### config.mk
export PLATFORM = sky130hd
export DESIGN_NAME = mdc_top
export DESIGN_NICKNAME = d
export VERILOG_FILES = /design/src/mdc_pkg.sv /design/src/mdc_top.sv
export SDC_FILE = /design/constraint.sdc
export NUM_CORES = 1
export LEC_CHECK = 0
export BUFFER_PORTS_ARGS = -buffer_cell sky130_fd_sc_hd__buf_4
export CAP_MARGIN = 10
export CORE_MARGIN = 2
export CORE_UTILIZATION = 35
export DETAILED_ROUTE_END_ITERATION = 7
export GPL_TIMING_DRIVEN = 0
export PLACE_DENSITY = 0.54
export SYNTH_ARGS = -nofsm -noshare
export SYNTH_HDL_FRONTEND = slang
export SYNTH_SLANG_ARGS = --single-unit
### constraint.sdc
create_clock -name clock -period 2.25 [get_ports clock]
set_clock_uncertainty 0.05 [all_clocks]
set_input_delay 0.45 -clock clock [delete_from_list [all_inputs] [get_ports clock]]
set_output_delay 0.45 -clock clock [all_outputs]
set_load 0.01 [all_outputs]
### src/mdc_pkg.sv
// constants shared by the maneuver duration counter
package mdc_pkg;
	localparam int unsigned CLK_HZ = 200_000_000;
	localparam int unsigned CYC_PER_MS = CLK_HZ / 1000;
	localparam int unsigned SLOW_PERIOD_MS = 1000;
	localparam int unsigned FAST_PERIOD_MS = 40;
	localparam int unsigned SLOW_CYCLES = SLOW_PERIOD_MS * CYC_PER_MS;
	localparam int unsigned FAST_CYCLES = FAST_PERIOD_MS * CYC_PER_MS;
	localparam int unsigned DIV_W = 28;

	localparam int unsigned SR_W = 11;
	localparam int unsigned FB_TAP_A = 8;
	localparam int unsigned FB_TAP_B = 10;
	localparam int unsigned NREG = 3;
	localparam int unsigned R_PITCH = 0;
	localparam int unsigned R_ROLL = 1;
	localparam int unsigned R_VEL = 2;

	localparam int unsigned BITCNT_W = 5;
	localparam logic [4:0] ADDR_BITS = 5'h05;
	localparam logic [4:0] LAST_DATA_CNT = 5'h10;
	localparam logic [4:0] POL_CNT = 5'h11;
	localparam logic [4:0] WORD_BITS = 5'h12;
	localparam logic [1:0] ADDR_PITCH = 2'h2;
	localparam logic [1:0] ADDR_ROLL = 2'h1;
	localparam logic [1:0] ADDR_VEL = 2'h3;

	localparam logic [2:0] GAP_LAST = 3'h4;

	localparam int unsigned WB_AW = 8;
	localparam logic [7:0] OFS_CTRL = 8'h00;
	localparam logic [7:0] OFS_STATUS = 8'h04;
	localparam logic [7:0] OFS_PITCH = 8'h08;
	localparam logic [7:0] OFS_ROLL = 8'h0c;
	localparam logic [7:0] OFS_VEL = 8'h10;
	localparam logic [7:0] OFS_PARCNT = 8'h14;
	localparam int unsigned CTRL_TB_EN = 0;
	localparam int unsigned CTRL_PC_CLR = 1;
	localparam logic CTRL_TB_EN_RST = 1'h1;
	localparam int unsigned PARCNT_W = 16;

	typedef enum logic [2:0] {
		PH_IDLE = 3'h1,
		PH_ALPHA = 3'h2,
		PH_BETA = 3'h4
	} mdc_phase_t;
endpackage

### src/mdc_top.sv
// maneuver duration counter: command decode, duration shift registers, overflow
// What this block does
// - address bits one to five pulse address triggers
// - bits six to seventeen pass strobe and data
// - bit eighteen loads polarity; address gates inhibited
// - parity flop toggles on each one bit
// - parity set after bit eighteen: parity-good pulse
// - address codes decoded from bits four, five
// - bit eighteen one positive, zero negative turn
// - three independent eleven-bit duration registers
// - pitch enable: decode or run flop, clamped
// - roll enable: decode or run flop, clamped
// - velocity run sets when roll run ends on turn overflow
// - load strobes only under clamp with enable
// - each shift in two phases via holding
// - one bit per strobe; bits 7-17 stay
// - one-per-second pulse shifts running turn registers
// - twenty-per-second pulse shifts after burn start
// - feedback stage nine xor eleven to one
// - feedback open when no run flop set
// - all-ones overflow clears run flops; a turn overflow clears both pitch and roll
// - combined overflow is or of both
// - twenty per second: twenty-five minus fifth
// - command alert resets bit counter and parity flops; address flops keep their value
`timescale 1ns/100ps
`default_nettype none

module mdc_top #(
	parameter int unsigned SLOW_DIV = mdc_pkg::SLOW_CYCLES,
	parameter int unsigned FAST_DIV = mdc_pkg::FAST_CYCLES
) (
	input wire logic clock,
	input wire logic rst_n,
	input wire logic wb_cyc_i,
	input wire logic wb_stb_i,
	input wire logic wb_we_i,
	input wire logic [mdc_pkg::WB_AW-1:0] wb_adr_i,
	input wire logic [3:0] wb_sel_i,
	input wire logic [31:0] wb_dat_i,
	output logic [31:0] wb_dat_o,
	output logic wb_ack_o,
	input wire logic command_alert,
	input wire logic command_strobe,
	input wire logic command_data,
	input wire logic pitch_start_signal,
	input wire logic roll_start_signal,
	input wire logic burn_start_signal,
	input wire logic midcourse_clamp,
	output logic address_trigger,
	output logic register_shift_strobe,
	output logic register_serial_data,
	output logic polarity_load_strobe,
	output logic parity_good_pulse,
	output logic [mdc_pkg::NREG-1:0] register_enable,
	output logic pitch_polarity,
	output logic roll_polarity,
	output logic turn_overflow,
	output logic velocity_overflow,
	output logic any_register_overflow
);
	import mdc_pkg::*;

	function automatic logic all_ones(input logic [SR_W-1:0] v);
		all_ones = &v;
	endfunction
	function automatic logic [SR_W-1:0] shift_in(input logic [SR_W-1:0] v, input logic b);
		shift_in = {v[SR_W-2:0], b};
	endfunction

	////////////////////////////////////////////////////////////////////////////
	// pin synchronisers
	localparam int unsigned NPIN = 7;
	logic [NPIN-1:0] pin_meta_reg;
	logic [NPIN-1:0] pin_sync_reg;
	logic [NPIN-1:0] pin_prev_reg;
	wire logic [NPIN-1:0] pin_raw = {midcourse_clamp, burn_start_signal, roll_start_signal,
		pitch_start_signal, command_data, command_strobe, command_alert};

	always_ff @(posedge clock or negedge rst_n) begin
		if (!rst_n) begin
			pin_meta_reg <= '0;
			pin_sync_reg <= '0;
			pin_prev_reg <= '0;
		end else begin
			pin_meta_reg <= pin_raw;
			pin_sync_reg <= pin_meta_reg;
			pin_prev_reg <= pin_sync_reg;
		end
	end
	wire logic alert_s = pin_sync_reg[0];
	wire logic strobe_fall = pin_prev_reg[1] & ~pin_sync_reg[1];
	wire logic data_s = pin_sync_reg[2];
	wire logic pitch_go = pin_sync_reg[3] & ~pin_prev_reg[3];
	wire logic roll_go = pin_sync_reg[4] & ~pin_prev_reg[4];
	wire logic burn_go = pin_sync_reg[5] & ~pin_prev_reg[5];
	wire logic clamp_s = pin_sync_reg[6];
	wire logic clamp_on = pin_sync_reg[6] & ~pin_prev_reg[6];

	////////////////////////////////////////////////////////////////////////////
	// register bus
	logic tb_en_reg;
	logic pc_clr_reg;
	logic [PARCNT_W-1:0] parcnt_reg;
	wire logic bus_req = wb_cyc_i & wb_stb_i & ~wb_ack_o;
	wire logic bus_wr = bus_req & wb_we_i;

	////////////////////////////////////////////////////////////////////////////
	// pulse rate dividers
	logic [DIV_W-1:0] slow_cnt_reg;
	logic [DIV_W-1:0] fast_cnt_reg;
	logic [2:0] gap_cnt_reg;
	logic slow_tick_reg;
	logic fast_tick_reg;

	always_ff @(posedge clock or negedge rst_n) begin
		if (!rst_n) begin
			slow_cnt_reg <= '0;
			slow_tick_reg <= 1'b0;
		end else if (!tb_en_reg) begin
			slow_cnt_reg <= '0;
			slow_tick_reg <= 1'b0;
		end else begin
			slow_tick_reg <= (slow_cnt_reg == DIV_W'(SLOW_DIV - 1));
			slow_cnt_reg <= (slow_cnt_reg == DIV_W'(SLOW_DIV - 1)) ? '0 : slow_cnt_reg + 1'b1;
		end
	end

	// twenty-five per second train with every fifth pulse dropped
	always_ff @(posedge clock or negedge rst_n) begin
		if (!rst_n) begin
			fast_cnt_reg <= '0;
			gap_cnt_reg <= '0;
			fast_tick_reg <= 1'b0;
		end else if (!tb_en_reg) begin
			fast_cnt_reg <= '0;
			gap_cnt_reg <= '0;
			fast_tick_reg <= 1'b0;
		end else begin
			fast_tick_reg <= 1'b0;
			if (fast_cnt_reg == DIV_W'(FAST_DIV - 1)) begin
				fast_cnt_reg <= '0;
				gap_cnt_reg <= (gap_cnt_reg == GAP_LAST) ? '0 : gap_cnt_reg + 1'b1;
				fast_tick_reg <= (gap_cnt_reg != GAP_LAST);
			end else begin
				fast_cnt_reg <= fast_cnt_reg + 1'b1;
			end
		end
	end

	////////////////////////////////////////////////////////////////////////////
	// input decoder
	logic [BITCNT_W-1:0] bit_cnt_reg;
	logic parity_reg;
	logic [1:0] addr_reg;
	logic par_check_reg;
	wire logic word_bit = strobe_fall & ~alert_s & (bit_cnt_reg < WORD_BITS);
	wire logic in_addr = bit_cnt_reg < ADDR_BITS;
	wire logic in_data = (bit_cnt_reg >= ADDR_BITS) & (bit_cnt_reg <= LAST_DATA_CNT);
	wire logic in_pol = bit_cnt_reg == POL_CNT;

	always_ff @(posedge clock or negedge rst_n) begin
		if (!rst_n) begin
			bit_cnt_reg <= '0;
			parity_reg <= 1'b0;
			par_check_reg <= 1'b0;
		end else if (alert_s) begin
			bit_cnt_reg <= '0;
			parity_reg <= 1'b0;
			par_check_reg <= 1'b0;
		end else begin
			par_check_reg <= word_bit & in_pol;
			if (word_bit) begin
				bit_cnt_reg <= bit_cnt_reg + 1'b1;
				parity_reg <= parity_reg ^ data_s;
			end
		end
	end
	always_ff @(posedge clock or negedge rst_n) begin
		if (!rst_n) begin
			addr_reg <= '0;
		end else if (word_bit && in_addr) begin
			addr_reg <= {addr_reg[0], data_s};
		end
	end

	always_ff @(posedge clock or negedge rst_n) begin
		if (!rst_n) begin
			address_trigger <= 1'b0;
			register_shift_strobe <= 1'b0;
			register_serial_data <= 1'b0;
			polarity_load_strobe <= 1'b0;
			parity_good_pulse <= 1'b0;
		end else begin
			address_trigger <= word_bit & in_addr;
			register_shift_strobe <= word_bit & in_data;
			if (word_bit && in_data) begin
				register_serial_data <= data_s;
			end
			polarity_load_strobe <= word_bit & in_pol;
			parity_good_pulse <= par_check_reg & parity_reg;
		end
	end

	////////////////////////////////////////////////////////////////////////////
	// run and burn flip-flops
	logic run_p_reg;
	logic run_r_reg;
	logic run_v_reg;
	logic burn_reg;
	logic turn_ovf;
	logic vel_ovf;
	logic [SR_W-1:0] stage_reg [NREG];
	wire logic any_run = run_p_reg | run_r_reg | run_v_reg;
	wire logic addr_gate = in_data & ~alert_s;
	wire logic [NREG-1:0] dec_en = {addr_gate & (addr_reg == ADDR_VEL),
		addr_gate & (addr_reg == ADDR_ROLL), addr_gate & (addr_reg == ADDR_PITCH)};
	wire logic [NREG-1:0] en_now = dec_en | {run_v_reg, run_r_reg, run_p_reg};

	always_comb begin
		turn_ovf = (run_p_reg & all_ones(stage_reg[R_PITCH]))
			| (run_r_reg & all_ones(stage_reg[R_ROLL]));
		vel_ovf = run_v_reg & all_ones(stage_reg[R_VEL]);
	end
	always_ff @(posedge clock or negedge rst_n) begin
		if (!rst_n) begin
			run_p_reg <= 1'b0;
			run_r_reg <= 1'b0;
			run_v_reg <= 1'b0;
		end else if (clamp_s) begin
			run_p_reg <= 1'b0;
			run_r_reg <= 1'b0;
			run_v_reg <= 1'b0;
		end else begin
			run_p_reg <= pitch_go | (run_p_reg & ~turn_ovf);
			run_r_reg <= roll_go | (run_r_reg & ~turn_ovf);
			run_v_reg <= (run_r_reg & turn_ovf & ~roll_go) | (run_v_reg & ~vel_ovf);
		end
	end
	always_ff @(posedge clock or negedge rst_n) begin
		if (!rst_n) begin
			burn_reg <= 1'b0;
		end else if (burn_go) begin
			burn_reg <= 1'b1;
		end else if (clamp_on) begin
			burn_reg <= 1'b0;
		end
	end
	// polarity flops: bit eighteen sets, start of the turn clears
	always_ff @(posedge clock or negedge rst_n) begin
		if (!rst_n) begin
			pitch_polarity <= 1'b0;
			roll_polarity <= 1'b0;
		end else begin
			if (word_bit && in_pol && data_s && addr_reg == ADDR_PITCH) begin
				pitch_polarity <= 1'b1;
			end else if (pitch_go && !clamp_s) begin
				pitch_polarity <= 1'b0;
			end
			if (word_bit && in_pol && data_s && addr_reg == ADDR_ROLL) begin
				roll_polarity <= 1'b1;
			end else if (roll_go && !clamp_s) begin
				roll_polarity <= 1'b0;
			end
		end
	end
	always_ff @(posedge clock or negedge rst_n) begin
		if (!rst_n) begin
			register_enable <= '0;
			turn_overflow <= 1'b0;
			velocity_overflow <= 1'b0;
			any_register_overflow <= 1'b0;
		end else begin
			register_enable <= en_now;
			turn_overflow <= turn_ovf;
			velocity_overflow <= vel_ovf;
			any_register_overflow <= turn_ovf | vel_ovf;
		end
	end

	////////////////////////////////////////////////////////////////////////////
	// duration shift registers, two-phase shifting
	mdc_phase_t phase_reg;
	logic [NREG-1:0] pend_reg;
	logic [NREG-1:0] act_reg;
	logic [NREG-1:0] pend_data_reg;
	logic [NREG-1:0] act_data_reg;
	logic [SR_W-1:0] hold_reg [NREG];
	logic [NREG-1:0] req;
	logic load_ok;

	always_comb begin
		load_ok = word_bit & in_data & clamp_s & (|en_now);
		req[R_PITCH] = (load_ok & en_now[R_PITCH]) | (slow_tick_reg & run_p_reg);
		req[R_ROLL] = (load_ok & en_now[R_ROLL]) | (slow_tick_reg & run_r_reg);
		req[R_VEL] = (load_ok & en_now[R_VEL]) | (fast_tick_reg & burn_reg);
	end

	always_ff @(posedge clock or negedge rst_n) begin
		if (!rst_n) begin
			phase_reg <= PH_IDLE;
			pend_reg <= '0;
			act_reg <= '0;
			pend_data_reg <= '0;
			act_data_reg <= '0;
		end else begin
			pend_reg <= ((phase_reg == PH_IDLE) ? '0 : pend_reg) | req;
			pend_data_reg <= (pend_data_reg & ~req) | ({NREG{data_s}} & req);
			unique case (phase_reg)
				PH_IDLE: begin
					if (|pend_reg) begin
						act_reg <= pend_reg;
						act_data_reg <= pend_data_reg;
						phase_reg <= PH_ALPHA;
					end
				end
				PH_ALPHA: phase_reg <= PH_BETA;
				PH_BETA: phase_reg <= PH_IDLE;
				default: phase_reg <= PH_IDLE;
			endcase
		end
	end
	always_ff @(posedge clock or negedge rst_n) begin
		if (!rst_n) begin
			for (int i = 0; i < NREG; i++) begin
				hold_reg[i] <= '0;
				stage_reg[i] <= '0;
			end
		end else begin
			for (int i = 0; i < NREG; i++) begin
				if (phase_reg == PH_ALPHA && act_reg[i]) begin
					hold_reg[i] <= shift_in(stage_reg[i], any_run ?
						(stage_reg[i][FB_TAP_A] ^ stage_reg[i][FB_TAP_B]) : act_data_reg[i]);
				end
				if (phase_reg == PH_BETA && act_reg[i]) begin
					stage_reg[i] <= hold_reg[i];
				end
			end
		end
	end

	////////////////////////////////////////////////////////////////////////////
	// register bus slave
	wire logic [31:0] status_word = {17'h0, clamp_s, burn_reg, run_v_reg, run_r_reg, run_p_reg,
		roll_polarity, pitch_polarity, parity_reg, addr_reg, bit_cnt_reg};
	always_ff @(posedge clock or negedge rst_n) begin
		if (!rst_n) begin
			wb_ack_o <= 1'b0;
			wb_dat_o <= '0;
		end else begin
			wb_ack_o <= bus_req;
			if (bus_req) begin
				unique case (wb_adr_i)
					OFS_CTRL: wb_dat_o <= {30'h0, 1'b0, tb_en_reg};
					OFS_STATUS: wb_dat_o <= status_word;
					OFS_PITCH: wb_dat_o <= {21'h0, stage_reg[R_PITCH]};
					OFS_ROLL: wb_dat_o <= {21'h0, stage_reg[R_ROLL]};
					OFS_VEL: wb_dat_o <= {21'h0, stage_reg[R_VEL]};
					OFS_PARCNT: wb_dat_o <= {16'h0, parcnt_reg};
					default: wb_dat_o <= '0;
				endcase
			end
		end
	end
	always_ff @(posedge clock or negedge rst_n) begin
		if (!rst_n) begin
			tb_en_reg <= CTRL_TB_EN_RST;
			pc_clr_reg <= 1'b0;
		end else begin
			pc_clr_reg <= 1'b0;
			if (bus_wr && wb_adr_i == OFS_CTRL && wb_sel_i[0]) begin
				tb_en_reg <= wb_dat_i[CTRL_TB_EN];
				pc_clr_reg <= wb_dat_i[CTRL_PC_CLR];
			end
		end
	end
	// count of parity-good events; a pulse beside a clear still counts
	always_ff @(posedge clock or negedge rst_n) begin
		if (!rst_n) begin
			parcnt_reg <= '0;
		end else if (pc_clr_reg) begin
			parcnt_reg <= {{(PARCNT_W-1){1'b0}}, parity_good_pulse};
		end else if (parity_good_pulse) begin
			parcnt_reg <= parcnt_reg + 1'b1;
		end
	end
endmodule

`default_nettype wire

==> insert_results.sql <==
INSERT INTO impl_metrics (metric_group, metric, value, unit) VALUES
('outcome', 'outcome', 'finished, final reports clean', ''),
('drt', 'drt_first_iter_violations', '376', ''),
('pwr', 'p_per_area', '700', 'nW/um^2'),
('setup_path', 'path_buf_inv', '1', ''),
('finish', 'final_design_area_no_fill', '11900', 'um^2'),
('yosys', 'netlist_area', '9890', 'um^2'),
('clocking', 'tritoncts', 'yes', ''),
('pwr', 'power.ir.vdd_worst', '0.448', 'mV'),
('yosys', 'ys.warnings.count', '0', ''),
('sta', 'final.period_utilization', '96.7', '%'),
('sta', 'achievable-frequency', '460', 'MHz'),
('grt', 'antenna_found_initial', '0', ''),
('setup_path', 'crit_family', 'simple AND/OR/NAND/NOR gates', ''),
('clocking', 'cts_made_buffers', '25', ''),
('yosys', 'synth.distinct_cells', '63', ''),
('die', 'die-height', '172', 'um'),
('yosys', 'number_of_standard_cells_after_synthesis', '880', ''),
('place', 'placed_cells_incl_taps', '1326', ''),
('finish', 'insertedDiodeCount', '0', ''),
('clocking', 'htreeDepth', '1', ''),
('pwr', 'power.leakage', '5.34', 'nW'),
('setup_path', 'worstSetupPathType', 'register to register', ''),
('setup_path', 'worstSetupPathDepth', '6', ''),
('die', 'initial_util', '35.6', '%'),
('pwr', 'cell_internal_power', '6.47', 'mW'),
('finish', 'layout-drive-gt1-share', '23.0', '%'),
('job', 'max_cap_violations', '0', ''),
('setup_path', 'worstPathCellList', 'or4b_2 > nor4_2 > nand4_1 > nand2_4 > buf_6 > nor2_1', ''),
('finish', 'fillerInstances', '2705', ''),
('clocking', 'worst_skew_pair.late_latency', '0.53', 'ns'),
('pwr', 'power.net_switching', '1.84', 'mW'),
('sta', 'holdWs', '0.100', 'ns'),
('setup_path', 'worst_setup_path_start_kind', 'register', ''),
('place', 'io_buffers', '51', ''),
('grt', 'grt_start_max_net_pins', '103', ''),
('sta', 'setup-violations-final', '0', ''),
('drt', 'route.vias.total', '6700', ''),
('clocking', 'ctsLongestPathBuffers', '3', ''),
('sta', 'finalHoldViolCount', '0', ''),
('yosys', 'syn_avg_cell_area', '11.2', 'um^2'),
('pwr', 'sw_frac_of_total', '22.2', '%'),
('drt', 'detailedRoute.firstPassIterationCount', '4', ''),
('die', 'die-width', '172', 'um'),
('min_path', 'min_path_type', 'input pin to register', ''),
('setup_path', 'timing.critical_path.arrival', '2.52', 'ns'),
('yosys', 'number_of_enable_type_register_cells_in_the_synthesized_netlist', '0', ''),
('setup_path', 'reg2reg_slack', '0.08', 'ns'),
('clocking', 'root_buffer_master', 'sky130_fd_sc_hd__clkbuf_16', ''),
('grt', 'groute.usage.overall', '14.9', '%'),
('setup_path', 'cp.required', '2.60', 'ns'),
('die', 'ioPinCount', '102', ''),
('place', 'placement.cell_area', '10900', 'um^2'),
('place', 'finalWeightedCongestion', '0.818', ''),
('setup_path', 'critical-path-max-stage-delay', '0.70', 'ns'),
('yosys', 'synth_ff_type', 'sky130_fd_sc_hd__dfrtp_1', ''),
('die', 'rows', '61', ''),
('drt', 'detail_route.wirelength', '21.8', 'mm'),
('sta', 'max_slew_margin', '57.8', '%'),
('yosys', 'yosysSeqAreaShare', '56.2', '%'),
('yosys', 'synth_seq_cells', '222', ''),
('drt', 'final_antenna_net_count', '0', ''),
('min_path', 'worst_hold_path_depth', '3', ''),
('pwr', 'power_frac_clock', '47.2', '%'),
('yosys', 'synth-async-reset-ratio', '100', '%'),
('finish', 'post_layout_nonfiller_instances', '1386', ''),
('drt', 'route.detailed.wl_per_inst', '15.7', 'um'),
('pwr', 'share_seq_of_total_power', '49.1', '%'),
('grt', 'overflow', '0', ''),
('sta', 'max_slew.worst_pin.slew', '0.632', 'ns'),
('setup_path', 'critical_path.endpoint_type', 'register', ''),
('finish', 'layout.nets', '1052', '');
-- cells in the final DEF (no fill, tap or decap), types with 23 or more instances in the layout --
cell type,count
sky130_fd_sc_hd__dfrtp_1,218
sky130_fd_sc_hd__nand3_1,30
sky130_fd_sc_hd__nand2_1,60
sky130_fd_sc_hd__clkbuf_1,26
sky130_fd_sc_hd__xnor2_1,25
sky130_fd_sc_hd__mux2_2,74
sky130_fd_sc_hd__o21ai_0,38
sky130_fd_sc_hd__nand4_1,35
sky130_fd_sc_hd__nor2_1,91
sky130_fd_sc_hd__xor2_1,42
sky130_fd_sc_hd__clkbuf_16,25
sky130_fd_sc_hd__mux2i_1,23
sky130_fd_sc_hd__inv_1,24
sky130_fd_sc_hd__buf_4,74
-- power groups by stage --
stage	Clock, mW	Sequential, mW	Combinational (mW)
finish	3.92	4.08	0.309
global route	4.19	4.08	0.355
CTS	4.03	4.08	0.306
detailed placement	0	4.15	0.292
global placement	0	4.16	0.276
floorplan	0	4.14	0.129
-- final timing paths --
check / from / to
max in group asynchronous: rst_n / pin_sync_reg[4]$_DFF_PN0_
setup reg to reg: slow_cnt_reg[12]$_DFF_PN0_ / slow_cnt_reg[26]$_DFF_PN0_
setup / recovery: slow_cnt_reg[12]$_DFF_PN0_ / slow_cnt_reg[26]$_DFF_PN0_
min in group asynchronous: rst_n / parcnt_reg[2]$_DFFE_PN0P_
hold / removal: wb_dat_i[1] / pc_clr_reg$_DFF_PN0_
hold reg to reg: pin_meta_reg[1]$_DFF_PN0_ / pin_sync_reg[1]$_DFF_PN0_
-- Yosys cell counts (all sizes together), types with 2 or more instances --
cell type / instances / share of area (%)
and2: 12 / 0.76
o22ai: 12 / 0.76
nand4: 35 / 2.2
xor2: 42 / 3.7
xnor2: 25 / 2.2
and3: 17 / 1.1
or3b: 2 / 0.18
nor3b: 2 / 0.15
nor3: 17 / 0.91
dfrtp: 220 / 56
nand3b: 2 / 0.15
ha: 7 / 0.89
a22oi: 16 / 1.2
buf: 25 / 1.8
clkbuf: 24 / 0.92
a21oi: 13 / 0.66
nor2b: 2 / 0.13
nand3: 31 / 1.7
o21a: 2 / 0.15
o211ai: 3 / 0.23
dfstp: 2 / 0.53
mux2: 74 / 8.4
nor4: 9 / 0.78
mux2i: 23 / 2.3
or3: 8 / 0.51
nor4b: 2 / 0.18
nor2: 92 / 3.5
a211oi: 2 / 0.15
and4: 7 / 0.63
or2: 3 / 0.19
nand2b: 8 / 0.51
or4: 2 / 0.19
o21ai: 39 / 2.0
nand2: 61 / 2.3
inv: 24 / 0.91
-- area by class of cell --
type	instances	area [um^2]	share of cell area, %
clock inverter	7	42.5	0.358
multi-input combinational	600	4090	34.5
timing repair buffer	68	578	4.87
buffer	48	275	2.32
tap	378	473	3.98
sequential	222	5560	46.8
clock buffer	39	758	6.39
inverter	24	90.1	0.759
-- worst min-delay path, cell delays in order --
cell and delay, ns:
sky130_fd_sc_hd__buf_4 0.11, sky130_fd_sc_hd__inv_1 0.04, sky130_fd_sc_hd__nor2_1 0.04
-- through the flow --
stage	worst slack [ns]	TNS, ns	power [mW]
2_1_floorplan	0.268	0	4.27
3_3_place_gp	-1.07	-232.86	4.43
3_5_place_dp	-0.124	-0.917	4.45
4_1_cts	0.0148	0	8.42
5_1_grt	-0.0141	-0.0749	8.63
6_report	0.0753	0	8.31
-- metal layers --
metal	wire length (um)	track usage (%)	vias up
met4	522	3.91	0
met2	9940	24.2	104
li1	-	-	3277
met1	10500	21.0	3281
met3	769	2.27	38
met5	0	0	-
-- timing repair --
item / in CTS / in global routing
cloned: 0 / 0
gates resized for setup: 5 / 16
setup endpoints to repair: 5 / 84
endpoints found under the hold margin: 44 / 0
pin swaps: 0 / 4
hold buffers: 8 / 0
buffers inserted: 0 / 7
-- logic make-up after synthesis --
kind of cell	Yosys count	synth area share [%]
AO/OA/AOI/OAI	97	6.01
XOR/XNOR	67	5.93
adder cells (fa/ha/maj)	7	0.886
buffers and inverters	73	3.64
flip-flops	222	56.2
multiplexers	97	10.8
other	1	0.0379
AND/OR/NAND/NOR	316	16.5
(Power assumes the default switching activity.)
